==> config.mk <==
export PLATFORM = sky130hd
export DESIGN_NAME = ldc_top
export DESIGN_NICKNAME = d
export VERILOG_FILES = /design/src/core/ldc_pkg.sv /design/src/core/ldc_top.sv
export SDC_FILE = /design/constraint.sdc
export NUM_CORES = 1
export LEC_CHECK = 0
export BUFFER_PORTS_ARGS = -buffer_cell sky130_fd_sc_hd__clkbuf_2
export CORE_MARGIN = 5
export CORE_UTILIZATION = 35
export DETAILED_ROUTE_END_ITERATION = 7
export PLACE_DENSITY = 0.5
export SLEW_MARGIN = 10
export SYNTH_ARGS = -nofsm -noshare
export SYNTH_HDL_FRONTEND = slang
export SYNTH_SLANG_ARGS = --single-unit
export TNS_END_PERCENT = 1
==> constraint.sdc <==
create_clock -name clk -period 72.4 [get_ports clk]
set_input_delay 14.48 -clock clk [delete_from_list [all_inputs] [get_ports clk]]
set_output_delay 14.48 -clock clk [all_outputs]
set_load 0.01 [all_outputs]
==> src/core/ldc_pkg.sv <==
// constants and types of the led dimming control block
package ldc_pkg;
    localparam int unsigned CLK_MHZ = 250;
    localparam int unsigned PULSE_TIMEOUT_US = 50;
    localparam int unsigned PULSE_TIMEOUT_CYC = PULSE_TIMEOUT_US * CLK_MHZ;
    localparam int unsigned SHUTDOWN_MS = 16;
    localparam int unsigned SHUTDOWN_CYC = SHUTDOWN_MS * 1000 * CLK_MHZ;
    localparam int unsigned SETTLE_MS = 1;
    localparam int unsigned SETTLE_CYC = SETTLE_MS * 1000 * CLK_MHZ;
    localparam int unsigned LEVEL_W = 8;
    localparam logic [7:0] LEVEL_FULL = 8'hff;
    localparam logic [7:0] LEVEL_MIN = 8'h1a;
    localparam logic [7:0] LEVEL_RST = 8'hff;
    localparam int unsigned FILT_SHIFT = 4;
    localparam int unsigned DELAY_W = 16;
    localparam logic [15:0] DELAY_RST = 16'h02ee;

    typedef enum logic [3:0] {
        LDC_OFF = 4'b0001,
        LDC_PRE = 4'b0010,
        LDC_ON = 4'b0100,
        LDC_POST = 4'b1000
    } ldc_state_t;

    typedef struct packed {
        logic boost_en;
        logic sink_en;
        logic pulse_level_mode;
        logic shutdown;
        logic [7:0] peak_level;
    } ldc_out_t;
endpackage

==> src/core/ldc_top.sv <==
// dimming gate, early boost sequencing and pulse level duty conversion
`timescale 1ns/1ps
module ldc_top #(
    parameter int unsigned SHUT_CYC = ldc_pkg::SHUTDOWN_CYC,
    parameter int unsigned PTO_CYC = ldc_pkg::PULSE_TIMEOUT_CYC,
    parameter int unsigned PER_W = 16
) (
    input wire logic clk,
    input wire logic rst_b,
    input wire logic dim_in,
    input wire logic analog_level_input,
    input wire logic [15:0] early_boost_delay,
    output ldc_pkg::ldc_out_t ctl_q
);
    // ***************
    // input synchronisers
    // ***************
    logic [1:0] dim_s_q;
    logic [1:0] lvl_s_q;
    logic dim_d1_q;
    logic lvl_d1_q;
    always_ff @(posedge clk or negedge rst_b) begin
        if (!rst_b) begin
            dim_s_q <= 2'h0;
            lvl_s_q <= 2'h0;
            dim_d1_q <= 1'b0;
            lvl_d1_q <= 1'b0;
        end else begin
            dim_s_q <= {dim_s_q[0], dim_in};
            lvl_s_q <= {lvl_s_q[0], analog_level_input};
            dim_d1_q <= dim_s_q[1];
            lvl_d1_q <= lvl_s_q[1];
        end
    end
    logic dim;
    logic dim_rise;
    logic lvl_rise;
    assign dim = dim_s_q[1];
    assign dim_rise = dim & ~dim_d1_q;
    assign lvl_rise = lvl_s_q[1] & ~lvl_d1_q;

    // ***************
    // shutdown timer
    // ***************
    logic [31:0] low_cnt_q;
    logic shut_q;
    always_ff @(posedge clk or negedge rst_b) begin
        if (!rst_b) begin
            low_cnt_q <= 32'h0;
            shut_q <= 1'b1;
        end else if (dim) begin
            low_cnt_q <= 32'h0;
            shut_q <= 1'b0;
        end else if (low_cnt_q >= 32'(SHUT_CYC)) begin
            shut_q <= 1'b1;
        end else begin
            low_cnt_q <= low_cnt_q + 32'h1;
        end
    end

    // ***************
    // early boost sequencer
    // ***************
    ldc_pkg::ldc_state_t st_q;
    logic [15:0] dly_q;
    always_ff @(posedge clk or negedge rst_b) begin
        if (!rst_b) begin
            st_q <= ldc_pkg::LDC_OFF;
            dly_q <= 16'h0;
        end else begin
            case (st_q)
                ldc_pkg::LDC_OFF: begin
                    if (dim) begin
                        st_q <= ldc_pkg::LDC_PRE;
                        dly_q <= 16'h0;
                    end
                end
                ldc_pkg::LDC_PRE: begin
                    if (dly_q >= early_boost_delay) begin
                        st_q <= ldc_pkg::LDC_ON;
                        dly_q <= 16'h0;
                    end else begin
                        dly_q <= dly_q + 16'h1;
                    end
                end
                ldc_pkg::LDC_ON: begin
                    // held high stays here with no timeout
                    if (!dim) begin
                        st_q <= ldc_pkg::LDC_POST;
                        dly_q <= 16'h0;
                    end
                end
                ldc_pkg::LDC_POST: begin
                    // pulses are delayed, not shortened, so short on-times survive
                    if (dly_q >= early_boost_delay) begin
                        st_q <= dim ? ldc_pkg::LDC_PRE : ldc_pkg::LDC_OFF;
                        dly_q <= 16'h0;
                    end else begin
                        dly_q <= dly_q + 16'h1;
                    end
                end
                default: st_q <= ldc_pkg::LDC_OFF;
            endcase
        end
    end

    // ***************
    // pulse level mode detect and duty measure
    // ***************
    logic [PER_W-1:0] per_q;
    logic [PER_W-1:0] hi_q;
    logic [PER_W-1:0] pto_q;
    logic pmode_q;
    logic [15:0] filt_q;
    logic [7:0] duty;
    assign duty = (per_q == '0) ? 8'h0 : 8'(({8'h0, hi_q} * 24'(ldc_pkg::LEVEL_FULL)) / per_q);
    always_ff @(posedge clk or negedge rst_b) begin
        if (!rst_b) begin
            per_q <= '0;
            hi_q <= '0;
            pto_q <= '0;
            pmode_q <= 1'b0;
            filt_q <= {ldc_pkg::LEVEL_RST, 8'h0};
        end else begin
            if (lvl_rise) begin
                per_q <= '0;
                hi_q <= '0;
                pto_q <= '0;
                pmode_q <= 1'b1;
                if (pmode_q) begin
                    // first-order filter toward full minus duty
                    filt_q <= filt_q - (filt_q >> ldc_pkg::FILT_SHIFT)
                        + ({8'(ldc_pkg::LEVEL_FULL - duty), 8'h0} >> ldc_pkg::FILT_SHIFT);
                end
            end else begin
                if (per_q != '1) begin
                    per_q <= per_q + PER_W'(1);
                end
                if (lvl_s_q[1] && hi_q != '1) begin
                    hi_q <= hi_q + PER_W'(1);
                end
                if (pto_q >= PER_W'(PTO_CYC)) begin
                    pmode_q <= 1'b0;
                end else begin
                    pto_q <= pto_q + PER_W'(1);
                end
            end
        end
    end

    // ***************
    // outputs
    // ***************
    logic [7:0] lvl_raw;
    assign lvl_raw = pmode_q ? filt_q[15:8] : ldc_pkg::LEVEL_FULL;
    always_ff @(posedge clk or negedge rst_b) begin
        if (!rst_b) begin
            ctl_q <= '{boost_en: 1'b0, sink_en: 1'b0, pulse_level_mode: 1'b0,
                shutdown: 1'b1, peak_level: ldc_pkg::LEVEL_RST};
        end else begin
            ctl_q.boost_en <= (st_q != ldc_pkg::LDC_OFF) || dim_rise;
            ctl_q.sink_en <= (st_q == ldc_pkg::LDC_ON) || (st_q == ldc_pkg::LDC_POST);
            ctl_q.pulse_level_mode <= pmode_q;
            ctl_q.shutdown <= shut_q;
            ctl_q.peak_level <= (lvl_raw < ldc_pkg::LEVEL_MIN) ? ldc_pkg::LEVEL_MIN : lvl_raw;
        end
    end

    // ***************
    // checks
    // ***************
    chk_sink_needs_boost: assert property (@(posedge clk) disable iff (!rst_b)
        ctl_q.sink_en |-> ctl_q.boost_en) else $error("sinks on without boost");
    chk_level_floor: assert property (@(posedge clk) disable iff (!rst_b)
        ctl_q.peak_level >= ldc_pkg::LEVEL_MIN) else $error("peak level under floor");
    chk_pre_sinks_off: assert property (@(posedge clk) disable iff (!rst_b)
        st_q == ldc_pkg::LDC_PRE |=> !ctl_q.sink_en) else $error("sinks on during early boost");
    chk_post_holds: assert property (@(posedge clk) disable iff (!rst_b)
        st_q == ldc_pkg::LDC_POST |=> ctl_q.sink_en && ctl_q.boost_en) else $error("post hold lost");
    chk_on_follows: assert property (@(posedge clk) disable iff (!rst_b)
        st_q == ldc_pkg::LDC_ON && dim |=> st_q == ldc_pkg::LDC_ON) else $error("left on while high");
    chk_mode_enter: assert property (@(posedge clk) disable iff (!rst_b)
        lvl_rise |=> pmode_q) else $error("pulse mode not entered");
    chk_full_in_volt: assert property (@(posedge clk) disable iff (!rst_b)
        !pmode_q |=> ctl_q.peak_level == ldc_pkg::LEVEL_FULL) else $error("voltage mode level");
    chk_wake_clears: assert property (@(posedge clk) disable iff (!rst_b)
        dim |=> !shut_q) else $error("shutdown held while high");

    // ***************
    // sequencing, timer and mode checks
    // ***************
    chk_boost_at_rise: assert property (@(posedge clk) disable iff (!rst_b)
        dim_rise |=> ctl_q.boost_en)
        else $error("boost late after rise");
    chk_pre_full_len: assert property (@(posedge clk) disable iff (!rst_b)
        st_q == ldc_pkg::LDC_PRE && dly_q < early_boost_delay |=> st_q == ldc_pkg::LDC_PRE)
        else $error("early boost phase cut short");
    chk_fall_to_post: assert property (@(posedge clk) disable iff (!rst_b)
        st_q == ldc_pkg::LDC_ON && !dim |=> st_q == ldc_pkg::LDC_POST)
        else $error("fall did not start hold");
    chk_post_full_len: assert property (@(posedge clk) disable iff (!rst_b)
        st_q == ldc_pkg::LDC_POST && dly_q < early_boost_delay |=> st_q == ldc_pkg::LDC_POST)
        else $error("post hold cut short");
    chk_on_sinks_lit: assert property (@(posedge clk) disable iff (!rst_b)
        st_q == ldc_pkg::LDC_ON |=> ctl_q.sink_en)
        else $error("sinks dark while on");
    chk_idle_dark: assert property (@(posedge clk) disable iff (!rst_b)
        st_q == ldc_pkg::LDC_OFF && !dim_rise |=> !ctl_q.boost_en && !ctl_q.sink_en)
        else $error("outputs lit while idle");
    chk_shut_on_time: assert property (@(posedge clk) disable iff (!rst_b)
        !dim && low_cnt_q >= 32'(SHUT_CYC) |=> shut_q)
        else $error("shutdown missed after long low");
    chk_shut_not_early: assert property (@(posedge clk) disable iff (!rst_b)
        low_cnt_q < 32'(SHUT_CYC) && !shut_q |=> !shut_q)
        else $error("shutdown too early");
    chk_mode_timeout: assert property (@(posedge clk) disable iff (!rst_b)
        pmode_q && !lvl_rise && pto_q >= PER_W'(PTO_CYC) |=> !pmode_q)
        else $error("pulse mode not left on timeout");
    chk_mode_holds: assert property (@(posedge clk) disable iff (!rst_b)
        pmode_q && pto_q < PER_W'(PTO_CYC) |=> pmode_q)
        else $error("pulse mode left too early");
    chk_pulse_level: assert property (@(posedge clk) disable iff (!rst_b)
        pmode_q && filt_q[15:8] >= ldc_pkg::LEVEL_MIN |=> ctl_q.peak_level == $past(filt_q[15:8]))
        else $error("filtered level not applied");
endmodule // ldc_top

==> out/metrics.cfg <==
[grt]
grt_pass1_wl_um=113000
grt_antenna_before_repair=0
grt_overflow=0
grt_max_degree=75
grt_util_all_layers=0.183
grt_pass1_vias=21800

[clock_network]
cts_setup_buffers=0
clkTransAtPathRegs_ps=60
clk_latency_ps=430
root_buffer=clkbuf_16
cts_tree=yes
htreeDepth=4
cts-buffers-inserted=17
cts_buffer_depth=2
cts.sinks=136

[detailed_routing]
drt-initial-drc-count=1100
ant_nets=0
wire_per_inst_um=17.6
wirelength_um=70300
dr.pass1.iters=5
drc=0
avgViaCountPerCell=5.47
vias=21800

[worst_hold_path]
hold_start=lvl_s_q[0]$_DFF_PN0_
min_path_cells=0
min_path_type=register to register
hold_path_end=lvl_s_q[1]$_DFF_PN0_

[synth]
syn_inst=3040
ys_types=107
syn_area_per_cell_sq_um=8.01
synth_area_sq_mm=0.0243
post-synth-top-area-fraction=0.186
synthFlopType=dfrtp_1
ys_warn_count=0
async_flop_share=1.00
yosysTopAreaCell=ha_1
synth_edf_count=0
seq_area_frac_synth=0.141
synth_nets=3500
ys_ff_latch=136
synth.top_cells.by_area=ha_1 19%, dfrtp_1 12%, fa_1 6.5%, xnor2_1 5.0%, nor2_1 4.5%

[placed_design]
hpwl_um=55700
port_buffers=31
gp_congestion=0.887

[setup_path]
r2r_end=filt_q[15]$_DFFE_PN1P_
crit_fanout=28
cp.arrival_ps=67260
path_buf_inv=12
cp_common_cell=o21a_1
reg2reg_slack_ps=5490
crit_type=register to register
critPathSlowestCell=o41ai_1
start_kind=register
reg2reg_depth=273
r2r-start=hi_q[6]$_DFFE_PN0P_
crit_family=compound AO/OA/AOI/OAI gates
max_stage_delay_ps=960
cp_data_required_time_ps=72750
end_kind=register

[finish]
mostFrequentLayoutCells=361 x ha_1, 289 x nor2_1, 238 x inv_1, 238 x nand2_1, 178 x a21oi_1
num-fill-cells=7071
regArea_sq_mm=0.00343
nets=3502
final_common_cell=ha_1
syn_to_final_growth_pct=7.49
multi_input_area_sq_mm=0.0197
drive_above_1_share=0.0894
n_antenna_cell=0

[floorplan]
rows=96
initial_utilization=0.354
die_w_um=274
num_io_pins=32
core-area_sq_mm=0.0688
die_height_um=274
die_area_sq_mm=0.0749

[timing]
tns_ps=0
fin_skew_ps=13.5
setup_viol=0
grt_setup_unrepaired=no
slew_violations=0
slew_headroom=0.194
hold_viol=0
final.min_clock_period_ps=66910
worstMarginPinSlew_ps=1210
timing.fmax_mhz=14.9
period_share=0.924

[job]
cap_violations=0

[status]
status=finished, final reports clean

[worst register-to-register path, delay by kind of cell (launching register included)]
kind / cells / cell delay, ps
flip-flops: 1 / 400
XOR/XNOR: 2 / 310
multiplexers: 5 / 1380
adder cells (fa/ha/maj): 31 / 10930
buffers and inverters: 12 / 1680
AO/OA/AOI/OAI: 158 / 38630
AND/OR/NAND/NOR: 65 / 13440
[Yosys cell counts, types with 32 or more instances]
cell	n
a21o_1	82
a21oi_1	178
clkbuf_1	58
dfrtp_1	117
fa_1	79
ha_1	361
inv_1	238
mux2_2	76
nand2_1	238
nand2b_1	32
nand3_1	80
nor2_1	290
nor2b_1	41
nor3_1	123
o21a_1	110
o21ai_0	146
o31ai_1	36
or2_2	33
xnor2_1	138
xor2_1	89
[metrics by stage]
stage	cell area, sq um	utilization	std cells	worst slack [ps]	hold slack (ps)
finish	26200	0.380	3986	5490	351
global route	26200	0.380	3986	222	367
CTS	26200	0.380	3986	5830	356
detailed placement	25600	0.371	3954	6150	336
global placement	25600	0.371	3954	7770	333
floorplan	24300	-	3040	13380	331
[logic make-up (layout without fill, tap and decap cells)]
family	Yosys count	count (layout)	synth area share
and+or+nand+nor	1024	1024	0.208
AOI/OAI and AO/OA	790	790	0.218
adders and majority gates	441	441	0.251
buffers and inverters	313	328	0.0503
xor gates and xnor gates	227	227	0.0817
DFF	136	136	0.141
muxes	109	109	0.0511
[registers in the layout (all words and copies together) (netlist names)]
name and cells:
low_cnt_q 32, dly_q 16, filt_q 16, hi_q 16, per_q 16, pto_q 16
ctl_q 12, st_q 4, dim_s_q 2, lvl_s_q 2, dim_d1_q 1, lvl_d1_q 1
pmode_q 1, shut_q 1
[worst max-delay path by stage]
stage	cells after the start	slack, ps	end	start
floorplan	291	13380	filt_q[15]$_DFFE_PN1P_	hi_q[10]$_DFFE_PN0P_
global placement	270	7770	filt_q[15]$_DFFE_PN1P_	hi_q[6]$_DFFE_PN0P_
detailed placement	270	6150	filt_q[15]$_DFFE_PN1P_	hi_q[6]$_DFFE_PN0P_
CTS	273	5830	filt_q[15]$_DFFE_PN1P_	hi_q[6]$_DFFE_PN0P_
global route	274	220	filt_q[15]$_DFFE_PN1P_	hi_q[6]$_DFFE_PN0P_
finish	273	5490	filt_q[15]$_DFFE_PN1P_	hi_q[6]$_DFFE_PN0P_
[final cells by class]
type	instances	area share
clock inverters	11	0.00521
clock buffers	21	0.0180
multi-input cells	2591	0.753
well taps	931	0.0445
repair buffers	57	0.0136
flip-flops and latches	136	0.131
inverters	239	0.0343
[per-layer routing]
| metal | wire length, um | vias to the layer above | GRT usage | share of wire |
|---|---|---|---|---|
| li1 | - | 10900 | - | - |
| met1 | 34300 | 10400 | 0.254 | 0.49 |
| met2 | 32300 | 334 | 0.305 | 0.46 |
| met3 | 1860 | 103 | 0.0183 | 0.026 |
| met4 | 1910 | 0 | 0.0516 | 0.027 |
| met5 | 0 | - | 0 | 0 |
[timing repair]
action | 4_1_cts | 5_1_grt
gates resized for setup | 0 | 1
hold buffers | 0 | 0
endpoints found under the setup margin | 0 | 1
hold endpoints to repair | 0 | 0
Power is left out: the tool's default activity adds up to more than one toggle a clock period on the data nets, which glitch-free logic cannot reach.
